$ cat config.mk
export PLATFORM = sky130hd
export DESIGN_NAME = mssp_top
export DESIGN_NICKNAME = d
export VERILOG_FILES = /design/src/mssp_pkg.sv /design/src/mssp_top.sv
export SDC_FILE = /design/constraint.sdc
export NUM_CORES = 1
export LEC_CHECK = 0
export BUFFER_PORTS_ARGS = -buffer_cell sky130_fd_sc_hd__buf_4
export CAP_MARGIN = 5
export CORE_MARGIN = 2
export CORE_UTILIZATION = 60
export CTS_CLUSTER_SIZE = 30
export DETAILED_ROUTE_END_ITERATION = 16
export PLACE_DENSITY = 0.88
export SLEW_MARGIN = 15
export SYNTH_ARGS = -nofsm -noshare
export SYNTH_HDL_FRONTEND = slang
export SYNTH_SLANG_ARGS = --single-unit
$ cat constraint.sdc
create_clock -name clk_sys -period 7.6 [get_ports clk_sys]
set_input_delay 0.76 -clock clk_sys [delete_from_list [all_inputs] [get_ports clk_sys]]
set_output_delay 0.76 -clock clk_sys [all_outputs]
set_load 0.05 [all_outputs]
$ cat src/mssp_pkg.sv
package mssp_pkg;
    // clock and check cadence
    localparam int CLK_HZ          = 50_000_000;                 // clk_sys rate
    localparam int CHECK_US        = 100;                        // fast protection check period
    localparam int CHECK_CYC       = CLK_HZ / 1_000_000 * CHECK_US;
    localparam int SLOW_MS         = 1;                          // slow protection check period
    localparam int SLOW_TICKS      = SLOW_MS * 1000 / CHECK_US;  // fast ticks per slow tick
    localparam int CHK_W           = 24;                         // width of the check prescaler
    // pwm command input
    localparam int PWM_MIN_HZ      = 10;                         // slowest legal command frequency
    localparam int PWM_TIMEOUT_CYC = CLK_HZ / PWM_MIN_HZ;        // no rising edge for this long: static
    localparam int PER_W           = 24;                         // period / high-time counters
    localparam int NUM_W           = PER_W + 12;                 // high time times full-scale rpm
    localparam int DIV_STEPS       = NUM_W;                      // serial divider iterations
    // timed sequence, in 1 ms ticks
    localparam int MS_W            = 14;
    localparam int SEQ_START_MS    = 3000;                       // delay after reset release
    localparam int SEQ_STEP_MS     = 10000;                      // each speed step and the first two holds
    localparam int SEQ_REARM_MS    = 1000;                       // last hold before counter clear
    // speeds in rpm
    localparam int RPM_W           = 13;                         // signed speed command width
    localparam int RPM_STEP1       = 1000;
    localparam int RPM_STEP2       = 2000;
    localparam int RPM_STEP3       = 3000;
    localparam int RPM_FULL        = 3000;                       // 100 % duty
    localparam int RPM_MIN         = 500;                        // lowest regulated speed
    localparam int RPM_OVERSPEED   = 5000;
    // measurement scaling and limits
    localparam int MEAS_W          = 16;                         // signed measurement width
    localparam int OC_LIM_10MA     = 1697;                       // 16.97 A in 10 mA units
    localparam int OV_LIM_100MV    = 280;                        // 28.0 V in 100 mV units
    localparam int UV_LIM_100MV    = 80;                         // 8.0 V in 100 mV units
    localparam int BOARD_LIM_C     = 120;
    localparam int COIL_LIM_C      = 180;
    // fault flag positions
    localparam int FLT_OC          = 0;
    localparam int FLT_OV          = 1;
    localparam int FLT_UV          = 2;
    localparam int FLT_OS          = 3;
    localparam int FLT_STOP        = 4;
    localparam int FLT_BOARD       = 5;
    localparam int FLT_COIL        = 6;
    localparam int FLT_N           = 7;
    localparam int GATE_N          = 6;
    // timed sequence states
    typedef enum logic [2:0] {
        SEQ_WAIT, SEQ_RUN1, SEQ_RUN2, SEQ_RUN3, SEQ_HOLD1, SEQ_HOLD2, SEQ_HOLD3
    } mssp_seq_t;
endpackage : mssp_pkg

$ cat src/mssp_top.sv
`timescale 1ns/10ps
// What this block does
// - one start mode, strapped: timed or pwm
// - timed: wait 3 s, then 1000 rpm
// - timed: 10 s later, 2000 rpm
// - timed: 10 s later, 3000 rpm
// - timed: 10 s later, stop rotation
// - timed: holds, last 1 s, then counter clear
// - pwm: 100 % duty gives 3000 rpm
// - pwm: 0 % duty gives 0 rpm
// - both directions, 500 to 3000 rpm
// - any fault turns off all six gates
// - overcurrent above 16.97 A, every 100 us
// - overvoltage above 28.0 V, every 100 us
// - undervoltage below 8.0 V, every 100 us
// - overspeed above 5000 rpm, every 1 ms
// - stop pin low kills gates without clock
// - board above 120 C, every 1 ms
// - coil above 180 C, every 1 ms
module mssp_top
    import mssp_pkg::*;
#(
    parameter int CHECK_CYCLES   = mssp_pkg::CHECK_CYC,       // shorten for simulation
    parameter int PWM_TIMEOUT    = mssp_pkg::PWM_TIMEOUT_CYC  // shorten for simulation
) (
    input  wire logic                      clk_sys,
    input  wire logic                      rstn,
    input  wire logic                      mode_pwm_sel,        // strap: 1 = pwm command mode
    input  wire logic                      dir_ccw,             // pin: 1 = counter-clockwise
    input  wire logic                      pwm_cmd_in,          // pin: speed command pwm
    input  wire logic                      external_stop_input, // pin: low = emergency stop
    input  wire logic [GATE_N-1:0]         gate_demand,         // gate pattern from modulator
    input  wire logic signed [MEAS_W-1:0]  i_u,                 // phase currents, 10 mA units
    input  wire logic signed [MEAS_W-1:0]  i_v,
    input  wire logic signed [MEAS_W-1:0]  i_w,
    input  wire logic [MEAS_W-1:0]         vdc,                 // bus voltage, 100 mV units
    input  wire logic signed [MEAS_W-1:0]  speed_est,           // estimated speed, rpm
    input  wire logic signed [MEAS_W-1:0]  board_temp,          // degrees C
    input  wire logic signed [MEAS_W-1:0]  coil_temp,           // degrees C
    output logic [GATE_N-1:0]              gate_out,            // active high gate drives
    output logic signed [RPM_W-1:0]        speed_cmd,           // signed rpm command
    output logic                           motor_run,
    output logic [FLT_N-1:0]               fault_flags,
    output logic                           fault_any,
    output logic                           mode_is_pwm
);
    import mssp_pkg::*;

    // magnitude of a signed measurement
    function automatic logic [MEAS_W-1:0] mag(input logic signed [MEAS_W-1:0] x);
        mag = x[MEAS_W-1] ? MEAS_W'(-x) : MEAS_W'(x);
    endfunction : mag

    // how long each sequence state lasts, in ms ticks
    function automatic logic [MS_W-1:0] seq_dur(input mssp_seq_t s);
        case (s)
            SEQ_WAIT:  seq_dur = MS_W'(SEQ_START_MS);
            SEQ_HOLD3: seq_dur = MS_W'(SEQ_REARM_MS);
            default:   seq_dur = MS_W'(SEQ_STEP_MS);
        endcase
    endfunction : seq_dur

    // pin synchronisers; stage one is read only by stage two
    logic [3:0] pin_s1;                  // first stage
    logic [3:0] pin_s2;                  // {stop, pwm, dir, mode}
    always_ff @(posedge clk_sys or negedge rstn) begin
        if (!rstn) begin
            // stop bit resets to its idle high level, so no false stop follows reset
            pin_s1 <= 4'h8;
            pin_s2 <= 4'h8;
        end else begin
            pin_s1 <= {external_stop_input, pwm_cmd_in, dir_ccw, mode_pwm_sel};
            pin_s2 <= pin_s1;
        end
    end

    // check prescaler: fast tick every 100 us, slow tick every 1 ms
    logic [CHK_W-1:0] chk_cnt, next_chk_cnt;
    logic [3:0]       slow_cnt, next_slow_cnt;
    logic             chk_tick, next_chk_tick;   // one-cycle pulse
    logic             slow_tick, next_slow_tick; // one-cycle pulse, with a fast tick
    always_comb begin
        next_chk_cnt   = chk_cnt + CHK_W'(1);
        next_slow_cnt  = slow_cnt;
        next_chk_tick  = 1'b0;
        next_slow_tick = 1'b0;
        if (chk_cnt == CHK_W'(CHECK_CYCLES - 1)) begin
            next_chk_cnt  = '0;
            next_chk_tick = 1'b1;
            if (slow_cnt == 4'(SLOW_TICKS - 1)) begin
                next_slow_cnt  = 4'h0;
                next_slow_tick = 1'b1;
            end else begin
                next_slow_cnt = slow_cnt + 4'h1;
            end
        end
    end
    always_ff @(posedge clk_sys or negedge rstn) begin
        if (!rstn) begin
            chk_cnt   <= '0;
            slow_cnt  <= 4'h0;
            chk_tick  <= 1'b0;
            slow_tick <= 1'b0;
        end else begin
            chk_cnt   <= next_chk_cnt;
            slow_cnt  <= next_slow_cnt;
            chk_tick  <= next_chk_tick;
            slow_tick <= next_slow_tick;
        end
    end

    // mode strap caught at the first check tick, when the synchroniser has settled
    logic mode_done, next_mode_done;
    logic mode_pwm, next_mode_pwm;
    always_comb begin
        next_mode_done = mode_done;
        next_mode_pwm  = mode_pwm;
        if (!mode_done && chk_tick) begin
            next_mode_done = 1'b1;
            next_mode_pwm  = pin_s2[0];
        end
    end
    always_ff @(posedge clk_sys or negedge rstn) begin
        if (!rstn) begin
            mode_done <= 1'b0;
            mode_pwm  <= 1'b0;
        end else begin
            mode_done <= next_mode_done;
            mode_pwm  <= next_mode_pwm;
        end
    end

    // timed sequence; runs only in timed mode, counts ms ticks
    mssp_seq_t       seq, next_seq;
    logic [MS_W-1:0] ms_cnt, next_ms_cnt;
    logic [RPM_W-1:0] seq_rpm;           // magnitude for the current state
    always_comb begin
        next_seq    = seq;
        next_ms_cnt = ms_cnt;
        if (mode_done && !mode_pwm && slow_tick) begin
            if (ms_cnt == seq_dur(seq) - MS_W'(1)) begin
                next_ms_cnt = '0;
                case (seq)
                    SEQ_WAIT:  next_seq = SEQ_RUN1;
                    SEQ_RUN1:  next_seq = SEQ_RUN2;
                    SEQ_RUN2:  next_seq = SEQ_RUN3;
                    SEQ_RUN3:  next_seq = SEQ_HOLD1;
                    SEQ_HOLD1: next_seq = SEQ_HOLD2;
                    SEQ_HOLD2: next_seq = SEQ_HOLD3;
                    default:   next_seq = SEQ_WAIT;
                endcase
            end else begin
                next_ms_cnt = ms_cnt + MS_W'(1);
            end
        end
        case (seq)
            SEQ_RUN1: seq_rpm = RPM_W'(RPM_STEP1);
            SEQ_RUN2: seq_rpm = RPM_W'(RPM_STEP2);
            SEQ_RUN3: seq_rpm = RPM_W'(RPM_STEP3);
            default:  seq_rpm = '0;
        endcase
    end
    always_ff @(posedge clk_sys or negedge rstn) begin
        if (!rstn) begin
            seq    <= SEQ_WAIT;
            ms_cnt <= '0;
        end else begin
            seq    <= next_seq;
            ms_cnt <= next_ms_cnt;
        end
    end

    // pwm capture: period and high time between rising edges
    logic [PER_W-1:0] pw_cnt, next_pw_cnt;       // cycles since last rising edge
    logic [PER_W-1:0] pw_high, next_pw_high;     // high time of the running period
    logic [PER_W-1:0] per_lat, next_per_lat;     // divisor of the running division
    logic [NUM_W-1:0] num, next_num;             // dividend, shifted out msb first
    logic [PER_W:0]   rem, next_rem;             // division remainder
    logic [11:0]      quo, next_quo;             // quotient being built
    logic [5:0]       div_left, next_div_left;   // iterations still to run
    logic [11:0]      pwm_rpm, next_pwm_rpm;     // last settled command
    logic             pwm_prev, next_pwm_prev;
    logic [PER_W:0]   rem_sh;
    always_comb begin
        next_pw_cnt   = pw_cnt;
        next_pw_high  = pw_high;
        next_per_lat  = per_lat;
        next_num      = num;
        next_rem      = rem;
        next_quo      = quo;
        next_div_left = div_left;
        next_pwm_rpm  = pwm_rpm;
        next_pwm_prev = pin_s2[2];
        rem_sh        = {rem[PER_W-1:0], num[NUM_W-1]};
        if (pw_cnt != PER_W'(PWM_TIMEOUT))
            next_pw_cnt = pw_cnt + PER_W'(1);
        if (pwm_prev && !pin_s2[2])
            next_pw_high = pw_cnt;                           // falling edge ends high time
        if (!pwm_prev && pin_s2[2]) begin
            // a new period starts: divide high*full by period; a 1 kHz period is
            // far longer than the division, so a running one is never cut short
            next_pw_cnt   = PER_W'(1);
            next_per_lat  = pw_cnt;
            next_num      = NUM_W'(pw_high) * NUM_W'(RPM_FULL);
            next_rem      = '0;
            next_quo      = 12'h000;
            next_div_left = 6'(DIV_STEPS);
        end else if (div_left != 6'h00) begin
            next_num      = {num[NUM_W-2:0], 1'b0};
            next_div_left = div_left - 6'h01;
            if (rem_sh >= {1'b0, per_lat}) begin
                next_rem = rem_sh - {1'b0, per_lat};
                next_quo = {quo[10:0], 1'b1};
            end else begin
                next_rem = rem_sh;
                next_quo = {quo[10:0], 1'b0};
            end
            if (div_left == 6'h01)
                next_pwm_rpm = (next_quo > 12'(RPM_FULL)) ? 12'(RPM_FULL) : next_quo;
        end else if (pw_cnt == PER_W'(PWM_TIMEOUT)) begin
            // no rising edge for a whole slowest period: the line is static
            next_pwm_rpm = pin_s2[2] ? 12'(RPM_FULL) : 12'h000;
            next_pw_high = pin_s2[2] ? PER_W'(PWM_TIMEOUT) : '0;
        end
    end
    always_ff @(posedge clk_sys or negedge rstn) begin
        if (!rstn) begin
            pw_cnt   <= '0;
            pw_high  <= '0;
            per_lat  <= '0;
            num      <= '0;
            rem      <= '0;
            quo      <= 12'h000;
            div_left <= 6'h00;
            pwm_rpm  <= 12'h000;
            pwm_prev <= 1'b0;
        end else begin
            pw_cnt   <= next_pw_cnt;
            pw_high  <= next_pw_high;
            per_lat  <= next_per_lat;
            num      <= next_num;
            rem      <= next_rem;
            quo      <= next_quo;
            div_left <= next_div_left;
            pwm_rpm  <= next_pwm_rpm;
            pwm_prev <= next_pwm_prev;
        end
    end

    // protection checks and latched flags
    logic [FLT_N-1:0]  flt, next_flt;
    logic [GATE_N-1:0] gate_q, next_gate_q;
    logic signed [RPM_W-1:0] next_speed_cmd;
    logic              next_motor_run;
    logic              next_fault_any;   // summary, registered with the flags
    logic [FLT_N-1:0]  hit;              // conditions seen at this tick
    logic [RPM_W-1:0]  cmd_mag;          // unsigned command before direction
    always_comb begin
        hit = '0;
        if (chk_tick) begin
            hit[FLT_OC] = (mag(i_u) > MEAS_W'(OC_LIM_10MA)) ||
                          (mag(i_v) > MEAS_W'(OC_LIM_10MA)) ||
                          (mag(i_w) > MEAS_W'(OC_LIM_10MA));
            hit[FLT_OV]   = vdc > MEAS_W'(OV_LIM_100MV);
            hit[FLT_UV]   = vdc < MEAS_W'(UV_LIM_100MV);
            hit[FLT_STOP] = !pin_s2[3];
        end
        if (slow_tick) begin
            hit[FLT_OS]    = mag(speed_est) > MEAS_W'(RPM_OVERSPEED);
            hit[FLT_BOARD] = board_temp > $signed(MEAS_W'(BOARD_LIM_C));
            hit[FLT_COIL]  = coil_temp > $signed(MEAS_W'(COIL_LIM_C));
        end
        next_flt = flt | hit;
        // gates off as soon as any flag stands, for good
        next_gate_q = (|next_flt) ? '0 : gate_demand;
        // pick the strapped source; nothing runs before the strap is caught
        if (!mode_done)
            cmd_mag = '0;
        else if (mode_pwm)
            cmd_mag = RPM_W'(pwm_rpm);
        else
            cmd_mag = seq_rpm;
        // below the regulated range the motor is held stopped instead
        if (cmd_mag < RPM_W'(RPM_MIN) || (|next_flt))
            cmd_mag = '0;
        next_speed_cmd = pin_s2[1] ? -$signed(cmd_mag) : $signed(cmd_mag);
        next_motor_run = cmd_mag != '0;
        next_fault_any = |next_flt;
    end
    always_ff @(posedge clk_sys or negedge rstn) begin
        if (!rstn) begin
            flt       <= '0;
            gate_q    <= '0;
            speed_cmd <= '0;
            motor_run <= 1'b0;
            fault_any <= 1'b0;
        end else begin
            flt       <= next_flt;
            gate_q    <= next_gate_q;
            speed_cmd <= next_speed_cmd;
            motor_run <= next_motor_run;
            fault_any <= next_fault_any;
        end
    end

    // the stop pin gates gate_out without a clock edge; this is the one
    // path that bypasses the flops, traded for zero latency on an emergency stop
    assign gate_out    = gate_q & {GATE_N{external_stop_input}};
    assign fault_flags = flt;
    assign mode_is_pwm = mode_pwm;
endmodule : mssp_top

* Word level (Yosys, flattened, before mapping)
Index checks and enable logic that the tools add are counted.
Word-level totals: output and inout bits 29, word-level logic and storage cells 133, register bits 247, bits of input ports 124
Cells by class: order comparisons 11, multiplexer cells 47, reductions and logical operators 22, $add $sub $neg 12, $mul 1, bitwise logic cells 3, equality and inequality tests 13
Operators with widths (number):
- 24-bit 2-to-1 mux | 10
- 12-bit 2-to-1 mux | 7
- 36-bit 2-to-1 mux | 2
- 16-bit 2-to-1 mux | 4
- 16-bit negation | 4
- 13-bit 2-to-1 mux | 4
- 24-bit by 1-bit adder with 24-bit output, second input constant | 2
- 16-bit by 11-bit > comparator with 1-bit output, second input constant | 3
- 12-bit case mux with 3 select lines | 1
- 24-bit by 9-bit multiplier with 33-bit output, second input constant | 1
- 16-bit by 9-bit > comparator with 1-bit output, second input constant | 2
- 14-bit 2-to-1 mux | 2
- 14-bit case mux with 2 select lines | 1
- 25-bit by 24-bit greater-or-equal comparator with 1-bit output | 1
- 24-bit by 13-bit equality test with 1-bit output, second input constant | 1
- 24-bit by 23-bit equality test with 1-bit output, second input constant | 1
- 24-bit by 23-bit != test with 1-bit output, second input constant | 1
- 24-bit subtractor | 1
- 23-bit 2-to-1 mux | 1
- 11-bit 2-to-1 mux | 2
- 6-bit 2-to-1 mux | 3
- 3-bit case mux with 6 select lines | 1
- 16-bit by 13-bit > comparator with 1-bit output, second input constant | 1
- 16-bit by 8-bit > comparator with 1-bit output, second input constant | 1
- 32 further kinds | 52

* Longest topological paths before layout
depth after elaboration 12, depth in mapped cells 18, depth with buffers taken out 18

* Worst setup path before layout
No wires, ideal clock.
path kind register -> register, from reg pw_high[5], to reg num[32], stages on the path, launching flop included 16, clock period less this slack 4714 ps, buffers on the path 0, required time 7462 ps, library setup time 138 ps, arrival 4576 ps, slack 2886 ps, cells stage by stage dfrtp_1 > fa_1 > inv_1 > fa_1 > fa_1 > fa_1 > inv_1 > ha_1 > or4_1 > a21oi_1 > or4_1 > a211oi_1 > o41a_1 > a21o_1 > a211oi_1 > o22ai_1
Between the ends: word-level cells in the longest chain between the ends 2
Ends and longest elaborated chain:
- start, declared | RTL line mssp_top.sv:175 | logic [PER_W-1:0] pw_high, next_pw_high;
- start signal, assigned | RTL line mssp_top.sv:239 | pw_high <= next_pw_high;
- 24-bit by 9-bit multiplier with 33-bit output | RTL line mssp_top.sv:204 | next_num = NUM_W'(pw_high) * NUM_W'(RPM_FULL);
- 36-bit 2-to-1 mux | RTL line mssp_top.sv:199 | if (!pwm_prev && pin_s2[2]) begin
- end signal, assigned | RTL line mssp_top.sv:241 | num <= next_num;
- end, declared | RTL line mssp_top.sv:177 | logic [NUM_W-1:0] num, next_num;
No other way between the ends. A chain may end at the register's enable or synchronous reset.

* Worst setup path in the final report
from reg pw_high[12], to reg num[26]
Same word-level chain as after synthesis.

==> out/summary.txt <==
Max VDD drop = 296 uV
P_leak = 10.1 nW
Final GP Congestion = 0.893
CTS max path bufs = 3
initial antenna violation count = 0
crit path kind = reg -> reg
GRT overflow = 0
layout overhead on the synthesized area = 12.9%
Avg WL per Cell = 17.1 um
pin count of the biggest net entering global routing = 134
Iteration-0 DRC Markers = 1,082
sequential share of the synthesized area = 33.2%
Avg Vias per Cell = 5.93
CTS Hold Bufs = 0
Crit. End Element = flip-flop
critical path's top delay family = adder cells
HP Class = in -> reg
synth unique cells = 85
Die H = 179 um
GRT Util Overall = 27.6%
pins over their slew limit = 0
flops & latches, synth = 244
Die X = 179 um
H-Tree Depth = 1
row cnt = 64
setup TNS = 0 ps
CTS root buffer = clkbuf_16
CTS buffer count = 27
crit share post-route = 70.9%
Clk Latency, worst-skew pair = 540 ps
synthesized area = 18,400 um2
nets = 2,505
setup violators final = 0
critical path, cell by cell = fa_1, fa_1, fa_1, fa_1, ha_1, a21o_1, a21oi_1, nor2b_1, nor4_1, a21oi_1, a21o_1, a221oi_1, mux2i_1, a211oi_1
CTS resizes = 0
DP HPWL = 32,000 um
CORE AREA = 30,400 um2
most common flop cell mapped by yosys = dfrtp_1
RSZ-0062 raised after global routing = false
max-cap viol count = 0
Total Die Area = 32,100 um2
fin crit period = 5390 ps
Final Hold Vio Count = 0
drt drc = 0
CP max stage delay = 580 ps
critical path buffer and inverter count = 0
clk_skew = 11.1 ps
Post-synth ARST share = 100%
Pwr Total = 6.33 mW
first-pass GRT wire length = 72,400 um
most frequent cells in the layout = nand2_1 (246), dfrtp_1 (242), inv_1 (200), buf_4 (161), nor2_1 (146)
share of post-route cells with drive strength above 1 = 12.0%
Critical Path Most Common Cell = fa_1
Syn Area/Cell = 9.06 um2
CP arrival = 5770 ps
post-synthesis cell count = 2,033
Initial Utilization = 60.6%
Routed WL = 43,700 um
number of global-route vias before repair = 15,300
1st-pass router iterations = 5
via count = 15,200
status = finished clean
ANT nets after route = 0
Synth Net Count = 2,394
TritonCTS clock tree = built
number of diodes = 0
Crit-path slowest cell = dfrtp_1
Ys Warns = 0
postcts setup bufs = 0
CTS sink count = 244
crit path launch type = flip-flop
cell area power density = 304 nW/um2
Post-synth EDFFs = 0
Worst Tran Pin Value = 985 ps
Critical Path Fanout Max = 8
Crit path required time = 7980 ps
fmax = 186 MHz
slew margin rel. = 34.3%
Ports = 153
Clock Pin Slew Worst Setup and Hold Paths = 60 ps
Port-buffer cells = 152
leading cell type in the layout, fill and taps excluded = nand2_1
[power by group]
part	switching (mW)	internal (mW)
Sequential	0.211	1.53
Clock	0.550	0.848
Combinational	1.79	1.40
[per-stage QoR]
step	worst slack (ps)	cell area, um2	util, %	hold slack [ps]	instances
floorplan	2890	18400	-	331	2033
global placement	2520	19900	65.2	338	2511
detailed placement	2320	19900	65.2	338	2511
CTS	2290	20800	68.4	306	2560
global route	2020	20800	68.4	313	2560
finish	2210	20800	68.4	325	2560
[registers in the layout, summed over array words and instances (netlist names), 7 cells and up]
name / cells
quo: 11
rem: 24
pw_cnt: 24
per_lat: 24
pw_high: 24
pwm_rpm: 12
fault_flags: 7
num: 33
speed_cmd: 13
chk_cnt: 24
ms_cnt: 14
[layer usage]
metal  GRT usage, %  part of all wire [%]  up-vias
li1               -                     -     7198
met1           33.0                    40     7365
met2           51.1                    51      511
met3           3.29                   5.5      116
met4           9.27                   3.2        0
met5              0                     0        -
[final cells by class]
type                            instances  area (um2)
Tap cell                              396         495
Clock inverter                         13         184
Timing Repair Buffer                  162        1220
Fill cell                            2280        9630
Multi-Input combinational cell       1509       11300
Clock buffer                           36         769
Inverter                              200         751
Sequential cell                       244        6110
[Yosys cell counts (all sizes together) (23+ instances only)]
cell / count / area share, %
a31oi: 32 / 1.1
nor2b: 24 / 0.81
nand3: 56 / 1.5
xnor2: 60 / 2.9
a21o: 28 / 1.1
nand2: 247 / 5.0
nand4: 24 / 0.81
nor2: 148 / 3.1
nor4: 29 / 1.1
clkbuf: 67 / 1.4
and2: 27 / 0.94
o21ai: 110 / 3.0
fa: 109 / 12
and3: 27 / 0.92
xor2: 58 / 2.8
inv: 200 / 4.1
ha: 128 / 8.7
a21oi: 112 / 3.0
nand2b: 23 / 0.78
dfrtp: 242 / 33
nor3: 25 / 0.77
[final timing paths]
check	from	end	slack [ps]	cells past startpoint
min in group asynchronous	rstn	rem[17]	330	1
setup reg to reg	pw_high[12]	num[26]	2210	14
max in group asynchronous	rstn	num[24]	5900	2
hold / removal	pwm_cmd_in	pin_s1[2]	320	1
hold reg to reg	pin_s1[3]	pin_s2[3]	360	0
setup / recovery	pw_high[12]	num[26]	2210	14
[logic make-up after synthesis]
kind of cell    count (synthesis)  synth area share (%)
compound gates                430                  15.0
xor+xnor                      118                  5.61
fa+ha+maj                     237                  20.5
buf+inv                       280                  5.76
flops                         244                  33.2
mux                            19                  1.05
simple gates                  705                  18.9
(Power assumes the default switching activity.)
